==> src/oqcfg_consts.svh <==
// Purpose: named constants for the o-qpsk configuration register bank
// Assumes: included by bare name from the design files
// Notes:   definitions only, no logic
`ifndef OQCFG_CONSTS_SVH
`define OQCFG_CONSTS_SVH

// register indices on the control port
`define OQCFG_IDX_CHIP_SHAPE  3'h0
`define OQCFG_IDX_RX_OVR_PRE  3'h1
`define OQCFG_IDX_RX_MODE     3'h2
`define OQCFG_IDX_SFD_RATE    3'h3
`define OQCFG_IDX_TX_HEADER   3'h4

// writable bit masks, unassigned bits stay zero
`define OQCFG_MASK_CHIP_SHAPE 8'h0B
`define OQCFG_MASK_RX_OVR_PRE 8'hFF
`define OQCFG_MASK_RX_MODE    8'h3F
`define OQCFG_MASK_SFD_RATE   8'h2C
`define OQCFG_MASK_TX_HEADER  8'h3F

// reset values
`define OQCFG_RST_CHIP_SHAPE  8'h00
`define OQCFG_RST_RX_OVR_PRE  8'hDB
`define OQCFG_RST_RX_MODE     8'h0C
`define OQCFG_RST_SFD_RATE    8'h00
`define OQCFG_RST_TX_HEADER   8'h00

// field positions
`define OQCFG_B_SHAPE         3
`define OQCFG_F_CHIP          1:0
`define OQCFG_B_MR_OVR        7
`define OQCFG_B_OLD_OVR       6
`define OQCFG_F_THR_OLD       5:3
`define OQCFG_F_THR_MR        2:0
`define OQCFG_B_SPUR          5
`define OQCFG_B_LOW_PWR       4
`define OQCFG_B_PROP          3
`define OQCFG_B_OLD_CSUM      2
`define OQCFG_F_LISTEN        1:0
`define OQCFG_B_HIGH_RATE     5
`define OQCFG_F_SFD_SET       3:2
`define OQCFG_B_PPDU          5
`define OQCFG_B_RSV0          4
`define OQCFG_F_RATE_MODE     3:1
`define OQCFG_B_PHY_TYPE      0

// codes
`define OQCFG_LISTEN_MR       2'h0
`define OQCFG_LISTEN_OLD      2'h1
`define OQCFG_LISTEN_BOTH     2'h2
`define OQCFG_LISTEN_NONE     2'h3
`define OQCFG_SFD_1_3         2'h2
`define OQCFG_CHIP_2000K      2'h3
`define OQCFG_MODE_STD_MAX    3'h3
`define OQCFG_MODE_PROP       3'h4

// level jump limits in db and fixed psdu lengths in octets
`define OQCFG_JUMP_MR_DB      6'h0C
`define OQCFG_JUMP_OLD_DB     6'h09
`define OQCFG_LEN_SFD2        5'h07
`define OQCFG_LEN_SFD3        5'h12
`define OQCFG_LEN_VAR         5'h00

`endif

==> src/oqcfg_pkg.sv <==
// Purpose: shared types of the o-qpsk configuration register bank
// Assumes: used by full scoped name, never imported
// Notes:   constants live in oqcfg_consts.svh
`default_nettype none
package oqcfg_pkg;

   // control port request
   typedef struct packed {
      logic       wr;     // write strobe, one cycle
      logic       rd;     // read strobe, one cycle
      logic [2:0] addr;   // register index
      logic [7:0] wdata;  // write data
   } oqcfg_bus_req_t;

   // events from the demodulator
   typedef struct packed {
      logic       preamble_seen; // preamble found, frame still open
      logic       old_phy;       // frame under way is legacy kind
      logic [5:0] jump_db;       // sudden level rise in db
      logic       phr_valid;     // header decoded, one cycle
      logic [2:0] rate_mode;     // decoded rate mode
      logic       pc_fcs_32;     // general checksum type, 1 = 32 bit
   } oqcfg_rx_evt_t;

   // receiver settings
   typedef struct packed {
      logic       shape_root_raised_cosine;
      logic [1:0] chip_rate_sel;
      logic       mr_rx_override_en;
      logic       old_phy_override_en;
      logic [2:0] preamble_thresh_old;
      logic [2:0] preamble_thresh_mr;
      logic       spur_comp_en;
      logic       reduced_power_rx;
      logic       proprietary_rates_accept;
      logic       old_phy_checksum_32;
      logic       listen_mr;
      logic       listen_old;
      logic       old_phy_high_rate;
      logic       search_sfd2;
      logic       search_sfd3;
   } oqcfg_rx_ctl_t;

   // header of the frame being sent
   typedef struct packed {
      logic       ppdu_type_tx;       // 1 = fixed length type
      logic       sfd3_sel;           // type 2 uses the third sfd
      logic [4:0] fixed_len;          // psdu octets, 0 = variable
      logic       reserved_bit_zero_tx;
      logic       reserved_bit_one;
      logic [2:0] rate_mode;
      logic       phy_type_tx;        // 1 = legacy
      logic       mode_unsupported;   // proprietary mode off 2000k
      logic       old_phy_high_rate;
   } oqcfg_tx_hdr_t;

endpackage
`default_nettype wire

==> src/oqcfg_regs.sv <==
// Purpose: o-qpsk configuration and transmit header register bank
// Assumes: control port and demodulator logic share clk_i
// Notes:   all outputs registered, settings lag a write by two cycles
//
// How it works
// - shaping select: raised or root raised cosine
// - chip rate code picks 100..2000 kchip/s
// - mr override enable, resets set
// - legacy override enable, resets set
// - legacy preamble threshold bits 5:3, reset 3
// - mr preamble threshold bits 2:0, reset 3
// - spur compensation bit enables compensation
// - reduced power only while listening mr only
// - proprietary rate modes accepted only when enabled
// - legacy checksum 32 bit at 0, 16 at 1
// - listen select: mr, legacy, both, none
// - high rate bit switches legacy rate
// - sfd search set picks searched sfd words
// - ppdu type: variable or fixed 7/18 octets
// - reserved bit zero value sent in header
// - mode 4 sets reserved bit one, 2000k only
// - phy type bit: mr or legacy transmit
// - header settings captured for next frame
// - override restarts search on sudden level jump
// - dual listen checksum by frame kind
`timescale 1ns/1ps
`default_nettype none
`include "oqcfg_consts.svh"

module oqcfg_regs (
   // clock and reset
   input  wire logic                     clk_i,
   input  wire logic                     resetn_i,
   // control port
   input  wire oqcfg_pkg::oqcfg_bus_req_t bus_i,
   output var  logic [7:0]               rdata_o,
   output var  logic                     rvalid_o,
   // receiver side
   input  wire oqcfg_pkg::oqcfg_rx_evt_t rx_i,
   output var  oqcfg_pkg::oqcfg_rx_ctl_t rx_ctl_o,
   output var  logic                     rx_restart_o,
   output var  logic                     rx_mode_reject_o,
   output var  logic                     rx_fcs_32_o,
   // transmitter side
   input  wire logic                     tx_frame_start_i,
   output var  oqcfg_pkg::oqcfg_tx_hdr_t tx_hdr_o
);

   // masked write: only assigned bits change, the rest stay zero
   function automatic logic [7:0] masked(input logic [7:0] d,
                                         input logic [7:0] m);
      masked = d & m;
   endfunction

   // true when a jump exceeds the limit for this frame kind
   function automatic logic jump_over(input logic [5:0] j,
                                      input logic       old);
      jump_over = old ? (j > `OQCFG_JUMP_OLD_DB)
                      : (j > `OQCFG_JUMP_MR_DB);
   endfunction

   // stored registers
   logic [7:0] chip_shape_reg;   // chip_shape_cfg
   logic [7:0] rx_ovr_pre_reg;   // rx_override_preamble_cfg
   logic [7:0] rx_mode_reg;      // rx_mode_cfg
   logic [7:0] sfd_rate_reg;     // sfd_rate_cfg
   logic [7:0] tx_header_reg;    // tx_header_cfg

   // write decode
   wire wr_c0 = bus_i.wr && (bus_i.addr == `OQCFG_IDX_CHIP_SHAPE);
   wire wr_c1 = bus_i.wr && (bus_i.addr == `OQCFG_IDX_RX_OVR_PRE);
   wire wr_c2 = bus_i.wr && (bus_i.addr == `OQCFG_IDX_RX_MODE);
   wire wr_c3 = bus_i.wr && (bus_i.addr == `OQCFG_IDX_SFD_RATE);
   wire wr_tx = bus_i.wr && (bus_i.addr == `OQCFG_IDX_TX_HEADER);

   // masked storage
   // writes keep only assigned bits; other indices are dropped
   always_ff @(posedge clk_i or negedge resetn_i) begin
      if (!resetn_i) begin
         chip_shape_reg <= `OQCFG_RST_CHIP_SHAPE;
         rx_ovr_pre_reg <= `OQCFG_RST_RX_OVR_PRE;
         rx_mode_reg    <= `OQCFG_RST_RX_MODE;
         sfd_rate_reg   <= `OQCFG_RST_SFD_RATE;
         tx_header_reg  <= `OQCFG_RST_TX_HEADER;
      end else begin
         if (wr_c0) chip_shape_reg <= masked(bus_i.wdata,
                                             `OQCFG_MASK_CHIP_SHAPE);
         if (wr_c1) rx_ovr_pre_reg <= masked(bus_i.wdata,
                                             `OQCFG_MASK_RX_OVR_PRE);
         if (wr_c2) rx_mode_reg    <= masked(bus_i.wdata,
                                             `OQCFG_MASK_RX_MODE);
         if (wr_c3) sfd_rate_reg   <= masked(bus_i.wdata,
                                             `OQCFG_MASK_SFD_RATE);
         if (wr_tx) tx_header_reg  <= masked(bus_i.wdata,
                                             `OQCFG_MASK_TX_HEADER);
      end
   end

   // read mux, unmapped indices answer zero
   logic [7:0] rdata_next;
   assign rdata_next =
      (bus_i.addr == `OQCFG_IDX_CHIP_SHAPE) ? chip_shape_reg :
      (bus_i.addr == `OQCFG_IDX_RX_OVR_PRE) ? rx_ovr_pre_reg :
      (bus_i.addr == `OQCFG_IDX_RX_MODE)    ? rx_mode_reg    :
      (bus_i.addr == `OQCFG_IDX_SFD_RATE)   ? sfd_rate_reg   :
      (bus_i.addr == `OQCFG_IDX_TX_HEADER)  ? tx_header_reg  : 8'h00;

   // read data holds until the next read
   always_ff @(posedge clk_i or negedge resetn_i) begin
      if (!resetn_i) begin
         rdata_o  <= 8'h00;
         rvalid_o <= 1'b0;
      end else begin
         rvalid_o <= bus_i.rd;
         if (bus_i.rd) rdata_o <= rdata_next;
      end
   end

   // field decode of the receive settings
   wire [1:0] listen_sel = rx_mode_reg[`OQCFG_F_LISTEN];
   wire [1:0] sfd_set    = sfd_rate_reg[`OQCFG_F_SFD_SET];
   wire [1:0] chip_rate  = chip_shape_reg[`OQCFG_F_CHIP];
   wire       old_csum16 = rx_mode_reg[`OQCFG_B_OLD_CSUM];
   wire       prop_ok    = rx_mode_reg[`OQCFG_B_PROP];

   oqcfg_pkg::oqcfg_rx_ctl_t rx_ctl_next;
   always_comb begin
      rx_ctl_next.shape_root_raised_cosine =
         chip_shape_reg[`OQCFG_B_SHAPE];
      rx_ctl_next.chip_rate_sel = chip_rate;
      rx_ctl_next.mr_rx_override_en = rx_ovr_pre_reg[`OQCFG_B_MR_OVR];
      rx_ctl_next.old_phy_override_en =
         rx_ovr_pre_reg[`OQCFG_B_OLD_OVR];
      rx_ctl_next.preamble_thresh_old = rx_ovr_pre_reg[`OQCFG_F_THR_OLD];
      rx_ctl_next.preamble_thresh_mr  = rx_ovr_pre_reg[`OQCFG_F_THR_MR];
      rx_ctl_next.spur_comp_en = rx_mode_reg[`OQCFG_B_SPUR];
      // reduced power gated by mr-only listening
      rx_ctl_next.reduced_power_rx = rx_mode_reg[`OQCFG_B_LOW_PWR] &&
                                     (listen_sel == `OQCFG_LISTEN_MR);
      rx_ctl_next.proprietary_rates_accept = prop_ok;
      // legacy checksum length, 0 selects 32 bit
      rx_ctl_next.old_phy_checksum_32 = !old_csum16;
      rx_ctl_next.listen_mr  = (listen_sel == `OQCFG_LISTEN_MR) ||
                               (listen_sel == `OQCFG_LISTEN_BOTH);
      rx_ctl_next.listen_old = (listen_sel == `OQCFG_LISTEN_OLD) ||
                               (listen_sel == `OQCFG_LISTEN_BOTH);
      rx_ctl_next.old_phy_high_rate = sfd_rate_reg[`OQCFG_B_HIGH_RATE];
      // sfd search: bit 0 adds sfd_2, bit 1 adds sfd_3
      rx_ctl_next.search_sfd2 = sfd_set[0];
      rx_ctl_next.search_sfd3 = sfd_set[1];
   end

   // settings are re-registered so outputs come from flip-flops
   always_ff @(posedge clk_i or negedge resetn_i) begin
      if (!resetn_i) rx_ctl_o <= '0;
      else           rx_ctl_o <= rx_ctl_next;
   end

   // override restart
   // a sudden rise after the preamble means a stronger frame overlaps
   wire ovr_en = rx_i.old_phy ? rx_ovr_pre_reg[`OQCFG_B_OLD_OVR]
                              : rx_ovr_pre_reg[`OQCFG_B_MR_OVR];
   wire restart_next = rx_i.preamble_seen && ovr_en &&
                       jump_over(rx_i.jump_db, rx_i.old_phy);

   // reject proprietary modes when not accepted
   wire reject_next = rx_i.phr_valid && !rx_i.old_phy && !prop_ok &&
                      (rx_i.rate_mode > `OQCFG_MODE_STD_MAX);

   // checksum length from the frame's own kind
   wire fcs32_next = rx_i.old_phy ? !old_csum16 : rx_i.pc_fcs_32;

   // receive event outputs, restart and reject are one-cycle pulses
   always_ff @(posedge clk_i or negedge resetn_i) begin
      if (!resetn_i) begin
         rx_restart_o     <= 1'b0;
         rx_mode_reject_o <= 1'b0;
         rx_fcs_32_o      <= 1'b0;
      end else begin
         rx_restart_o     <= restart_next;
         rx_mode_reject_o <= reject_next;
         rx_fcs_32_o      <= fcs32_next;
      end
   end

   // transmit header build
   wire [2:0] tx_mode  = tx_header_reg[`OQCFG_F_RATE_MODE];
   wire       tx_type2 = tx_header_reg[`OQCFG_B_PPDU];
   // type 2 sends sfd_3 only when the set names sfd_1 and sfd_3
   wire       tx_sfd3  = tx_type2 && (sfd_set == `OQCFG_SFD_1_3);

   oqcfg_pkg::oqcfg_tx_hdr_t tx_hdr_next;
   always_comb begin
      tx_hdr_next.ppdu_type_tx = tx_type2;
      tx_hdr_next.sfd3_sel     = tx_sfd3;
      tx_hdr_next.fixed_len    = !tx_type2 ? `OQCFG_LEN_VAR  :
                                 tx_sfd3   ? `OQCFG_LEN_SFD3 :
                                             `OQCFG_LEN_SFD2;
      tx_hdr_next.reserved_bit_zero_tx = tx_header_reg[`OQCFG_B_RSV0];
      // mode 4 sets reserved bit one
      tx_hdr_next.reserved_bit_one = (tx_mode == `OQCFG_MODE_PROP);
      tx_hdr_next.rate_mode        = tx_mode;
      tx_hdr_next.mode_unsupported = (tx_mode == `OQCFG_MODE_PROP) &&
                                     (chip_rate != `OQCFG_CHIP_2000K);
      tx_hdr_next.phy_type_tx = tx_header_reg[`OQCFG_B_PHY_TYPE];
      tx_hdr_next.old_phy_high_rate = sfd_rate_reg[`OQCFG_B_HIGH_RATE];
   end

   // capture at frame start
   // holding the header steady keeps a mid-frame write from tearing it
   always_ff @(posedge clk_i or negedge resetn_i) begin
      if (!resetn_i)             tx_hdr_o <= '0;
      else if (tx_frame_start_i) tx_hdr_o <= tx_hdr_next;
   end

   // checks on the bank

   a_c1_reset_val: assert property (
      @(posedge clk_i) $rose(resetn_i) |->
         rx_ovr_pre_reg == `OQCFG_RST_RX_OVR_PRE)
      else $error("override/preamble reset value wrong");

   a_c2_masked_wr: assert property (
      @(posedge clk_i) disable iff (!resetn_i)
      wr_c2 |=> (rx_mode_reg == (($past(bus_i.wdata)) &
                                 `OQCFG_MASK_RX_MODE)))
      else $error("receive-mode write not masked");

   a_low_pwr_gate: assert property (
      @(posedge clk_i) disable iff (!resetn_i)
      rx_ctl_o.reduced_power_rx |->
         $past(listen_sel) == `OQCFG_LISTEN_MR)
      else $error("reduced power outside mr-only listening");

   a_thresh_follow: assert property (
      @(posedge clk_i) disable iff (!resetn_i)
      wr_c1 |-> ##2 rx_ctl_o.preamble_thresh_mr ==
                    $past(bus_i.wdata[`OQCFG_F_THR_MR], 2))
      else $error("mr threshold not passed on");

   a_restart_cause: assert property (
      @(posedge clk_i) disable iff (!resetn_i)
      rx_restart_o |-> $past(rx_i.preamble_seen) && $past(ovr_en))
      else $error("restart without preamble or override");

   a_restart_mr_lim: assert property (
      @(posedge clk_i) disable iff (!resetn_i)
      (rx_i.preamble_seen && !rx_i.old_phy &&
       rx_ovr_pre_reg[`OQCFG_B_MR_OVR] &&
       rx_i.jump_db == `OQCFG_JUMP_MR_DB + 6'h01) |=> rx_restart_o)
      else $error("mr jump over limit did not restart");

   a_no_restart_eq: assert property (
      @(posedge clk_i) disable iff (!resetn_i)
      (rx_i.old_phy && rx_i.jump_db == `OQCFG_JUMP_OLD_DB)
         |=> !rx_restart_o)
      else $error("legacy jump at limit restarted");

   a_prop_reject: assert property (
      @(posedge clk_i) disable iff (!resetn_i)
      rx_mode_reject_o |-> !$past(prop_ok) &&
         $past(rx_i.rate_mode) > `OQCFG_MODE_STD_MAX)
      else $error("reject while modes accepted");

   a_fcs_by_kind: assert property (
      @(posedge clk_i) disable iff (!resetn_i)
      $past(rx_i.old_phy) |-> rx_fcs_32_o == !$past(old_csum16))
      else $error("legacy checksum length not from its bit");

   a_tx_hold: assert property (
      @(posedge clk_i) disable iff (!resetn_i)
      !tx_frame_start_i |=> $stable(tx_hdr_o))
      else $error("tx header changed without frame start");

   a_rb1_mode4: assert property (
      @(posedge clk_i) disable iff (!resetn_i)
      tx_hdr_o.reserved_bit_one |-> tx_hdr_o.rate_mode ==
                                    `OQCFG_MODE_PROP)
      else $error("reserved bit one without mode 4");

   a_fixed_len: assert property (
      @(posedge clk_i) disable iff (!resetn_i)
      tx_hdr_o.ppdu_type_tx |-> tx_hdr_o.fixed_len ==
         (tx_hdr_o.sfd3_sel ? `OQCFG_LEN_SFD3 : `OQCFG_LEN_SFD2))
      else $error("type 2 length wrong");

   // header capture, receive decode and read path checks
   a_mode4_rb1: assert property (
      @(posedge clk_i) disable iff (!resetn_i)
      tx_hdr_o.rate_mode == `OQCFG_MODE_PROP |->
         tx_hdr_o.reserved_bit_one)
      else $error("mode 4 header without reserved bit one");

   a_mode4_unsup: assert property (
      @(posedge clk_i) disable iff (!resetn_i)
      tx_frame_start_i |=> tx_hdr_o.mode_unsupported ==
         ($past(tx_mode) == `OQCFG_MODE_PROP &&
          $past(chip_rate) != `OQCFG_CHIP_2000K))
      else $error("mode 4 support flag wrong");

   a_hdr_capture: assert property (
      @(posedge clk_i) disable iff (!resetn_i)
      tx_frame_start_i |=> tx_hdr_o.phy_type_tx ==
         $past(tx_header_reg[`OQCFG_B_PHY_TYPE]) &&
         tx_hdr_o.reserved_bit_zero_tx ==
         $past(tx_header_reg[`OQCFG_B_RSV0]))
      else $error("header not captured at frame start");

   a_reject_mr_only: assert property (
      @(posedge clk_i) disable iff (!resetn_i)
      rx_mode_reject_o |-> !$past(rx_i.old_phy) && $past(rx_i.phr_valid))
      else $error("reject outside an mr header");

   a_listen_none: assert property (
      @(posedge clk_i) disable iff (!resetn_i)
      $past(listen_sel) == `OQCFG_LISTEN_NONE |->
         !rx_ctl_o.listen_mr && !rx_ctl_o.listen_old)
      else $error("detection left on with listening disabled");

   a_read_answer: assert property (
      @(posedge clk_i) disable iff (!resetn_i)
      bus_i.rd |=> rvalid_o)
      else $error("read strobe without an answer");

   a_unmapped_zero: assert property (
      @(posedge clk_i) disable iff (!resetn_i)
      (bus_i.rd && bus_i.addr > `OQCFG_IDX_TX_HEADER) |=> rdata_o == 8'h00)
      else $error("unmapped index read not zero");

   a_spur_follow: assert property (
      @(posedge clk_i) disable iff (!resetn_i)
      rx_ctl_o.spur_comp_en == $past(rx_mode_reg[`OQCFG_B_SPUR]))
      else $error("spur compensation not passed on");

endmodule
`default_nettype wire

==> config.mk <==
export PLATFORM = sky130hd
export DESIGN_NAME = oqcfg_regs
export DESIGN_NICKNAME = d
export VERILOG_FILES = /design/src/oqcfg_pkg.sv /design/src/oqcfg_regs.sv
export VERILOG_INCLUDE_DIRS = /design/src
export SDC_FILE = /design/constraint.sdc
export NUM_CORES = 1
export LEC_CHECK = 0
export ABC_AREA = 1
export CORE_ASPECT_RATIO = 0.5
export CORE_UTILIZATION = 40
export DETAILED_ROUTE_END_ITERATION = 12
export DONT_BUFFER_PORTS = 1
export PLACE_DENSITY_LB_ADDON = 0.12
export SYNTH_ARGS = -nofsm -noshare
export SYNTH_HDL_FRONTEND = slang
export SYNTH_SLANG_ARGS = --single-unit
==> constraint.sdc <==
create_clock -name clk_i -period 2.9 [get_ports clk_i]
set_input_delay 0 -clock clk_i [delete_from_list [all_inputs] [get_ports clk_i]]
set_output_delay 0 -clock clk_i [all_outputs]
set_load 0.02 [all_outputs]
==> summary.txt, run 1 <==
Status
  – Status: finished, final reports clean

Critical path
  – Worst Path Max Fanout: 7
  – Data arrival time of the worst path: 2.36 ns
  – Startpoint types: primary input
  – Top cell by count, worst path: dlygate4sd3_1
  – Worst setup EP type: flip-flop
  – Slowest-stage cell, CP: dlygate4sd3_1
  – Max incr delay on CP: 0.62 ns
  – Cell Chain, Critical Path: dlygate4sd3_1, nor3_4, nand3_1, dlygate4sd3_1, nand2_1, dlygate4sd3_1
  – Worst reg2reg setup slack: 1.41 ns
  – Data required, critical path: 3.17 ns
  – WS Path Type: in2reg

STA
  – Setup TNS: 0 ns
  – Crit share post-route: 72.1%
  – Fmax: 478 MHz
  – Layout Skew: 0.00597 ns
  – Final setup violation count: 0
  – RSZ-0062 raised after global routing: no
  – Post-layout min period: 2.09 ns
  – Max-slew violation count: 0
  – Hold Fails Final Rpt: 0

Clock tree
  – H-tree levels: 3
  – Clk Tree Root Cell: clkbuf_16
  – Bufs on Longest Clock Path: 2
  – Hold buffer count at cts: 26
  – Sinks on the clock net: 69
  – Clock Pin Slew Worst Setup and Hold Paths: 0.05 ns
  – Clk_lat worst skew: 0.32 ns
  – Setup Fix Bufs, Post-CTS: 0
  – Total CTS buffers: 9
  – Post_cts resized: 0
  – TritonCTS clock tree: done

Logic synthesis
  – Predominant post-synthesis flop cell: dfrtp_1
  – Top cells by area, synth: dfrtp_1, nand2_1, dfstp_2
  – Syn_nets: 309
  – EDFF count, synth: 0
  – Post-synth top area share: 55.9%
  – Largest area contributor in the netlist: dfrtp_1
  – Mean Syn Cell Area: 9.82 µm²
  – Mapped cell area: 2730 µm²
  – Synth warn: 0
  – Synth Register Bits: 69
  – Share of the yosys chip area belonging to registers: 63.6%
  – Unique masters post-synth: 25
  – Gate Count Post-Synth: 278
  – Synth async-reset ratio: 100%

Floorplanning
  – Rows: 20
  – Die Area: 7180 µm²
  – Die height: 60.4 µm
  – Core Region: 6330 µm²
  – Die Wd: 119 µm
  – I/O pins: 76
  – Initial Utilization: 43.1%

Place
  – IO Port Bufs: 0
  – Routability cong.: 0.779
  – Final HPWL DP: 3900 µm
  – Area of placed instances: 2770 µm²

Pwr
  – Worst vdd ir: 380 µV
  – Pwr Density: 793 nW/µm²
  – Total Power: 2.63 mW
  – Leakage: 1.65 nW

Route
  – DR vias: 1,892
  – WL final: 5740 µm
  – Drt drc: 0
  – Drt pass-1 iters: 4
  – Number of DRC markers in iteration 0: 102
  – WL/cell: 14.4 µm
  – Vias/cell: 4.75
  – Routed Antenna Nets: 0

Cells and area
  – N_diodes: 0
  – Nets: 336
  – Layout cell share with drive strength beyond 1: 13.5%
  – Top Registers: rx_ctl_o: 20 flops, tx_hdr_o: 11 flops
  – Commonest non-fill, non-tap cell in the layout: nand2_1
  – Final instance area: 3320 µm²
  – Post-layout util: 52.5%
  – Area Growth Syn to Fin: 21.7%
  – Most frequent cells in the layout: nand2_1, dfrtp_1, dlygate4sd3_1, o21ai_0, inv_1
  – Max reg flops: 20
  – Top reg by flops: rx_ctl_o

Min path
  – Tightest Hold Check Type: in2reg

GRT
  – Vias in the first global route: 1,875
  – Largest net degree at the start of global routing: 70
  – GR Overflow Total: 0
  – Global-route wire length before repair: 9430 µm
  – Initial antenna violation count: 0
  – GRT Util Overall: 18.1%

Run
  – Max-Cap Viols: 0
==> metrics by stage <==
stage / worst slack (ns) / instances / hold slack, ns
after floorplan: 1.91 / 278 / -0.296
after global placement: 1.87 / 356 / -0.294
after detailed placement: 1.84 / 356 / -0.294
after CTS: 0.856 / 398 / 0.00772
after global routing: 0.731 / 398 / 0.0379
final: 0.809 / 398 / 0.0105
==> power breakdown <==
part / switching, mW / total [mW] / internal [mW] / leakage, nW
Sequential: 0.253 / 1.40 / 1.15 / 0.857
Combinational: 0.138 / 0.248 / 0.110 / 0.652
Clock: 0.365 / 0.987 / 0.622 / 0.137
Total: 0.756 / 2.63 / 1.88 / 1.65
==> path summary, 6_finish.rpt <==
check | to | from | cells after the start
setup / recovery | rx_ovr_pre_reg[7]$_DFFE_PN1P_ | bus_i[9] | 6
max in group asynchronous | rx_ovr_pre_reg[3]$_DFFE_PN1P_ | resetn_i | 2
hold reg to reg | rx_ctl_o[11]$_DFF_PN0_ | rx_ovr_pre_reg[2]$_DFFE_PN0P_ | 0
hold / removal | rdata_o[4]$_DFFE_PN0P_ | bus_i[8] | 5
min in group asynchronous | rx_ctl_o[7]$_DFF_PN0_ | resetn_i | 2
setup reg to reg | rx_restart_o$_DFF_PN0_ | rx_ovr_pre_reg[7]$_DFFE_PN1P_ | 4
==> cell usage after synthesis (2+ instances only) <==
| library cell | count |
|---|---|
| clkbuf_1 | 2 |
| inv_1 | 23 |
| nor3_4 | 2 |
| or2_2 | 2 |
| a21oi_1 | 2 |
| ha_1 | 2 |
| nand3_1 | 10 |
| o31ai_1 | 2 |
| nand4_1 | 2 |
| dfrtp_1 | 61 |
| buf_4 | 6 |
| o21ai_2 | 11 |
| dfstp_2 | 8 |
| nand2_1 | 91 |
| nor2_1 | 18 |
| o21ai_1 | 2 |
| inv_2 | 3 |
| o21ai_0 | 24 |
==> layout make-up <==
cell class,count,area [µm²]
timing repair buffer,26,278
tap,88,110
fill,572,3010
inverter,26,97.6
clock inverter,2,10.0
clock buffer,14,264
multi-input combinational,173,827
sequential,69,1740
==> worst max-delay path, delay by kind of cell <==
family | cells | cell delay (ns)
simple gates | 3 | 0.60
buf+inv | 3 | 1.74
==> logic make-up (layout without fill, tap and decap cells) <==
family	after synthesis	in the layout	share of synthesized area, %
AND/OR/NAND/NOR	128	128	19.8
other	1	1	0.137
adder cells (fa/ha/maj)	2	2	0.916
AO/OA/AOI/OAI	42	42	9.49
flip-flops	69	69	63.6
buffers and inverters	36	68	6.09
==> metal layers <==
| layer | share of wire [%] | wire length (µm) | GRT usage, % | up-vias |
|---|---|---|---|---|
| li1 | - | - | - | 926 |
| met5 | 0 | 0 | 0 | - |
| met4 | 1.0 | 59 | 5.42 | 0 |
| met3 | 6.0 | 346 | 7.52 | 7 |
| met1 | 49 | 2790 | 24.1 | 910 |
| met2 | 44 | 2540 | 27.4 | 49 |
(Power assumes the default switching activity.)
==> run 2: changes to the inputs <==
==> constraint.sdc (replaced) <==
create_clock -name clk_i -period 1.9 [get_ports clk_i]
set_input_delay 0 -clock clk_i [delete_from_list [all_inputs] [get_ports clk_i]]
set_output_delay 0 -clock clk_i [all_outputs]
set_load 0.02 [all_outputs]
==> run 2 against run 1 <==
Wire length up 1.4%. Sequential power increased by 52%. Non-clock buffer count is 2 higher. Sequential share of layout area is 0.39 points lower. Combinational power up 56%. Worst hold slack worse by 0.0033 ns. Critical path depth unchanged. Sequential cell count unchanged. Die area stayed put. Via count grew 1.5%. Critical path type unchanged. Critical endpoint is now rx_ovr_pre_reg[0]$_DFFE_PN1P_. Largest power group unchanged. Highest routed layer unchanged.
==> summary.txt, run 2 (synthesized netlist as in run 1, its figures left out) <==
Status
  – Status: finished, final reports clean

STA
  – Post-layout min period: 1.66 ns
  – Fmax: 604 MHz
  – RSZ-0062 raised after global routing: no
  – Layout Skew: 0.00555 ns (-0.000419 ns)
  – Setup TNS: 0 ns (unchanged)
  – Final setup violation count: 0 (unchanged)
  – Max-slew violation count: 0 (unchanged)
  – Hold Fails Final Rpt: 0 (unchanged)
  – Crit share post-route: 87.1%

Route
  – Vias/cell: 4.81 (+1.2%)
  – Drt pass-1 iters: 4 (unchanged)
  – WL/cell: 14.6 µm (+1.2%)
  – Drt drc: 0 (unchanged)
  – WL final: 5820 µm (+1.4%)
  – DR vias: 1,920 (+1.5%)
  – Number of DRC markers in iteration 0: 109 (+6.9%)
  – Routed Antenna Nets: 0 (unchanged)

GRT
  – Largest net degree at the start of global routing: 70 (unchanged)
  – Global-route wire length before repair: 9470 µm (+0.43%)
  – Vias in the first global route: 1,853 (-1.2%)
  – GR Overflow Total: 0 (unchanged)
  – GRT Util Overall: 18.5% (+0.36 points)
  – Initial antenna violation count: 0 (unchanged)

Place
  – Routability cong.: 0.783 (+0.56%)
  – Final HPWL DP: 3890 µm (-0.40%)
  – IO Port Bufs: 0 (unchanged)

Floorplanning
  – Initial Utilization: 43.1% (unchanged)
  – Rows: 20 (unchanged)
  – Die Wd: 119 µm (unchanged)
  – Die Area: 7180 µm² (unchanged)
  – Die height: 60.4 µm (unchanged)
  – Core Region: 6330 µm² (unchanged)
  – I/O pins: 76 (unchanged)

Clock tree
  – Sinks on the clock net: 69 (unchanged)
  – Clk Tree Root Cell: clkbuf_16
  – Total CTS buffers: 9 (unchanged)
  – TritonCTS clock tree: done
  – Bufs on Longest Clock Path: 2 (unchanged)
  – Clock Pin Slew Worst Setup and Hold Paths: 0.05 ns (about the same)
  – Clk_lat worst skew: 0.33 ns (about the same)
  – H-tree levels: 3 (unchanged)
  – Post_cts resized: 0 (unchanged)

Cells and area
  – Max reg flops: 20 (unchanged)
  – Area Growth Syn to Fin: 22.6%
  – Layout cell share with drive strength beyond 1: 13.5% (-0.044 points)
  – Top Registers: rx_ctl_o: 20 flops, tx_hdr_o: 11 flops
  – Post-layout util: 52.9% (+0.40 points)
  – N_diodes: 0 (unchanged)
  – Top reg by flops: rx_ctl_o
  – Filler cell count in the final layout: 575 (+0.52%)
  – Commonest non-fill, non-tap cell in the layout: nand2_1
  – Area of the multi-input gates: 827 µm² (unchanged)
  – Most frequent cells in the layout: nand2_1, dfrtp_1, dlygate4sd3_1, o21ai_0, inv_1
  – Nets: 338 (+0.60%)
  – Sequential Area: 1740 µm² (unchanged)

Critical path
  – Buffers & Inverters on Critical Path: 2 (-1)
  – Top cell by count, worst path: dlygate4sd3_1
  – Worst reg2reg setup slack: 0.41 ns (-1.00 ns)
  – Cell Chain, Critical Path: nor3_4, dlygate4sd3_1, nand2_4, nand2_1, o21ai_2, dlygate4sd3_1
  – FF-to-FF Start: rx_ovr_pre_reg[7]$_DFFE_PN1P_
  – Worst setup EP type: flip-flop
  – Reg2reg end: rx_restart_o$_DFF_PN0_
  – Max incr delay on CP: 0.69 ns (+0.07 ns)
  – Family with the most delay on the worst path: buffers and inverters
  – Slowest-stage cell, CP: dlygate4sd3_1
  – WS Path Type: in2reg
  – Data required, critical path: 2.15 ns (-1.02 ns)
  – Worst Path Max Fanout: 14 (+7)
  – Data arrival time of the worst path: 1.91 ns (-0.45 ns)
  – Startpoint types: primary input
  – R2R depth: 4 (unchanged)

Min path
  – Tightest Hold Check Type: in2reg
  – Hold depth: 5 (unchanged)
  – Hold endpoint: rdata_o[4]$_DFFE_PN0P_
  – Hold Path Origin: bus_i[8]

Pwr
  – Worst vdd ir: 541 µV (+42%)
  – Pwr Density: 1210 nW/µm² (+53%)
  – Leakage: 1.66 nW (+0.83%)

Run
  – Max-Cap Viols: 0 (unchanged)
## run 2: cell types whose count changed in the layout (fill, tap and decap cells not counted)
cell           before  now
dlygate4sd3_1      25   27
clkbuf_1            3    2
clkbuf_8            2    3
clkinv_2            2    1
## run 2: area by class of cell
class / instances / share of cell area [%]
well taps: 88 / 3.29
repair buffers: 28 / 8.89
clock inverters: 1 / 0.149
inverters: 26 / 2.91
clock buffers: 14 / 8.18
multi-input cells: 173 / 24.7
flip-flops and latches: 69 / 51.9
## run 2: per-stage QoR
stage / cell area (µm²) / hold WS (ns) / instances / total power, mW / worst slack, ns
6_report: 3350 / 0.00720 / 399 / 4.06 / 0.245
5_1_grt: 3350 / 0.0291 / 399 / 4.27 / 0.192
4_1_cts: 3350 / 0.000239 / 399 / 4.11 / 0.300
3_5_place_dp: 2770 / -0.294 / 356 / 2.45 / 0.839
3_3_place_gp: 2770 / -0.294 / 356 / 2.43 / 0.870
2_1_floorplan: 2730 / -0.296 / 278 / 2.36 / 0.912
## run 2: metal layers
layer  share of wire (%)  GRT usage [%]
met1                  48           23.9
met2                  46           27.9
met3                 6.0           7.80
met4                0.40           7.59
met5                   0              0
## run 2: how the worst max path moves through the flow
stage | from | to | cells after the start
floorplan | rx_mode_reg[0]$_DFFE_PN0P_ | rx_ctl_o[4]$_DFF_PN0_ | 3
global placement | rx_mode_reg[0]$_DFFE_PN0P_ | rx_ctl_o[4]$_DFF_PN0_ | 3
finish | bus_i[9] | rx_ovr_pre_reg[0]$_DFFE_PN1P_ | 6
CTS | bus_i[9] | rx_ovr_pre_reg[0]$_DFFE_PN1P_ | 6
detailed placement | rx_mode_reg[0]$_DFFE_PN0P_ | rx_ctl_o[4]$_DFF_PN0_ | 3
global route | bus_i[9] | rx_ovr_pre_reg[0]$_DFFE_PN1P_ | 6
## run 2: timing repair
item                                    in CTS  in global routing
endpoints found under the setup margin       0                  0
hold buffers                                28                  0
setup buffers                                0                  0
hold endpoints to repair                   116                  0
## run 2: power by group
group          internal, mW  switching [mW]
clock network         0.980           0.556
logic                 0.173           0.214
registers              1.75           0.383
total                  2.90            1.15
## run 2: worst min-delay path: cells and delay by family
kind / cells / cell delay (ns)
simple gates: 5 / 0.29
==> run 3: changes to the inputs <==
--- a/config.mk
+++ b/config.mk
@@ -7,11 +7,12 @@
 export NUM_CORES = 1
 export LEC_CHECK = 0
 export ABC_AREA = 1
+export BUFFER_PORTS_ARGS = -buffer_cell sky130_fd_sc_hd__buf_2
 export CORE_ASPECT_RATIO = 0.5
 export CORE_UTILIZATION = 40
 export DETAILED_ROUTE_END_ITERATION = 12
-export DONT_BUFFER_PORTS = 1
 export PLACE_DENSITY_LB_ADDON = 0.12
+export SETUP_SLACK_MARGIN = 0.4
 export SYNTH_ARGS = -nofsm -noshare
 export SYNTH_HDL_FRONTEND = slang
 export SYNTH_SLANG_ARGS = --single-unit
==> constraint.sdc (replaced) <==
create_clock -name clk_i -period 1.8 [get_ports clk_i]
set_input_delay 0 -clock clk_i [delete_from_list [all_inputs] [get_ports clk_i]]
set_output_delay 0 -clock clk_i [all_outputs]
set_load 0.02 [all_outputs]
==> run 3 against run 2 <==
The run now ends with hold timing left. Sequential cell count is the same. Combinational power grew 100%. Die area is the same. Clock power grew 9.7%. Final cell count grew 15%. Count of clock-buffer cells in the layout shrank 1. Wire length grew 2.0%. Global-route usage grew 0.20 points. Design area grew 7.4%. Sequential power shrank 6%. Sequential share of layout area shrank 3.6 points. Worst setup slack gained 0.27 ns. Critical path type is now reg2reg. Largest power group unchanged.
==> summary.txt, run 3 (synthesized netlist as in run 1, its figures left out) <==
Status
  – Status: complete, but fails checks
  – Failing checks: hold timing

Critical path
  – Worst setup EP type: flip-flop
  – Data arrival time of the worst path: 1.50 ns (-0.41 ns)
  – Worst reg2reg setup slack: 0.51 ns (+0.10 ns)
  – Startpoint types: flip-flop
  – Reg2reg end: rx_mode_reject_o$_DFF_PN0_
  – Slowest-stage cell, CP: dfstp_2
  – Worst Path Max Fanout: 4 (-10)
  – Cell Chain, Critical Path: nor3_1, dlygate4sd3_1
  – WS Path Type: reg2reg
  – R2R depth: 2 (-2)
  – Max incr delay on CP: 0.56 ns (-0.13 ns)
  – FF-to-FF Start: rx_mode_reg[3]$_DFFE_PN1P_
  – Data required, critical path: 2.01 ns (-0.14 ns)

Floorplanning
  – Die Wd: 119 µm (unchanged)
  – Core Region: 6330 µm² (unchanged)
  – I/O pins: 76 (unchanged)
  – Rows: 20 (unchanged)
  – Die height: 60.4 µm (unchanged)
  – Initial Utilization: 43.1% (unchanged)
  – Die Area: 7180 µm² (unchanged)

STA
  – Fmax: 778 MHz
  – Hold slack: -0.00528 ns (-0.0125 ns)
  – Setup TNS: 0 ns (unchanged)
  – Crit share post-route: 71.5%
  – Final setup violation count: 0 (unchanged)
  – Max-slew violation count: 0 (unchanged)
  – Layout Skew: 0.00586 ns (+0.000304 ns)
  – Post-layout min period: 1.29 ns
  – Hold Fails Final Rpt: 1 (+1)
  – RSZ-0062 raised after global routing: no

Pwr
  – Pwr Density: 1250 nW/µm² (+2.9%)
  – Worst vdd ir: 716 µV (+32%)
  – Leakage: 1.92 nW (+16%)

Cells and area
  – Layout cell share with drive strength beyond 1: 30.4% (+17 points)
  – N_diodes: 0 (unchanged)
  – Top Registers: rx_ctl_o: 20 flops, tx_hdr_o: 11 flops
  – Area Growth Syn to Fin: 31.8%
  – Most frequent cells in the layout: nand2_1, buf_2, dfrtp_1, o21ai_0, inv_1
  – Filler cell count in the final layout: 579 (+0.70%)
  – Top reg by flops: rx_ctl_o
  – Sequential Area: 1740 µm² (unchanged)
  – Area of the multi-input gates: 827 µm² (unchanged)
  – Max reg flops: 20 (unchanged)
  – Commonest non-fill, non-tap cell in the layout: nand2_1
  – Nets: 399 (+18%)

GRT
  – GR Overflow Total: 0 (unchanged)
  – Global-route wire length before repair: 9600 µm (+1.3%)
  – Largest net degree at the start of global routing: 70 (unchanged)
  – Vias in the first global route: 1,973 (+6.5%)
  – Initial antenna violation count: 0 (unchanged)
  – GRT Util Overall: 18.6% (+0.20 points)

Run
  – Max-Cap Viols: 0 (unchanged)

Place
  – Final HPWL DP: 4110 µm (+5.7%)
  – Routability cong.: 0.833 (+6.3%)
  – IO Port Bufs: 72 (+72)

Clock tree
  – Sinks on the clock net: 69 (unchanged)
  – TritonCTS clock tree: done
  – Clk_lat worst skew: 0.33 ns (about the same)
  – H-tree levels: 3 (unchanged)
  – Total CTS buffers: 9 (unchanged)
  – Clk Tree Root Cell: clkbuf_16
  – Bufs on Longest Clock Path: 2 (unchanged)
  – Clock Pin Slew Worst Setup and Hold Paths: 0.05 ns (about the same)
  – Setup Fix Bufs, Post-CTS: 0 (unchanged)

Route
  – DR vias: 2,107 (+9.7%)
  – WL final: 5930 µm (+2.0%)
  – Routed Antenna Nets: 0 (unchanged)
  – Drt pass-1 iters: 5 (+1)
  – Drt drc: 0 (unchanged)
  – Number of DRC markers in iteration 0: 59 (-46%)
  – WL/cell: 12.9 µm (-12%)
  – Vias/cell: 4.58 (-4.8%)

Min path
  – Hold depth: 5 (unchanged)
  – Tightest Hold Check Type: in2reg
  – Hold Path Origin: rx_i[8]
  – Hold endpoint: rx_restart_o$_DFF_PN0_
==> run 3: cell count changes in the layout (fill, tap and decap cells not counted), sizes merged <==
| cell | previous run | this run |
|---|---|---|
| clkbuf | 14 | 13 |
| dlygate4sd3 | 27 | 16 |
| bufinv | 0 | 1 |
| buf | 1 | 73 |
==> run 3: layout make-up <==
class | instances | area share, %
Multi-Input combinational cell | 173 | 23.0
Clock inverter | 2 | 0.974
Tap cell | 88 | 3.06
Clock buffer | 13 | 6.96
Sequential cell | 69 | 48.3
Timing Repair Buffer | 89 | 15.0
Inverter | 26 | 2.71
==> run 3: worst max-delay path, delay by kind of cell (launching register included) <==
family	cells	cell delay, ns
buf+inv	1	0.55
flops	1	0.56
simple gates	1	0.06
==> run 3: power breakdown <==
part	switching [mW]	internal, mW
logic	0.507	0.282
registers	0.164	1.85
clock network	0.588	1.10
==> run 3: timing repair <==
action | 4_1_cts | 5_1_grt
endpoints found under the setup margin | 0 | 1
endpoints found under the hold margin | 84 | 0
hold buffers | 17 | 0
gates resized for setup | 0 | 0
==> run 3: worst max path at each step <==
stage	from	endpoint	slack, ns	cells past startpoint
4_1_cts	rx_i[11]	rx_restart_o$_DFF_PN0_	0.48	7
5_1_grt	rx_mode_reg[3]$_DFFE_PN1P_	rx_mode_reject_o$_DFF_PN0_	0.46	2
3_5_place_dp	bus_i[8]	rx_mode_reg[3]$_DFFE_PN1P_	0.66	6
6_report	rx_mode_reg[3]$_DFFE_PN1P_	rx_mode_reject_o$_DFF_PN0_	0.51	2
2_1_floorplan	rx_mode_reg[0]$_DFFE_PN0P_	rx_ctl_o[4]$_DFF_PN0_	0.81	3
3_3_place_gp	bus_i[9]	rx_ovr_pre_reg[2]$_DFFE_PN0P_	0.70	5
==> run 3: metrics by stage <==
stage	power [mW]	std cells	util (%)	area (µm²)	setup WS, ns
2_1_floorplan	2.49	278	-	2730	0.812
3_3_place_gp	2.79	429	49.8	3150	0.696
3_5_place_dp	2.81	429	49.8	3150	0.656
4_1_cts	4.55	461	57.0	3610	0.481
5_1_grt	4.73	460	56.8	3600	0.465
6_report	4.49	460	56.8	3600	0.514
==> run 3: per-layer routing <==
| layer | global-route usage [%] | share of wire [%] |
|---|---|---|
| met3 | 8.08 | 5.7 |
| met1 | 24.0 | 50 |
| met5 | 0 | 0 |
| met2 | 28.5 | 43 |
| met4 | 7.05 | 0.89 |
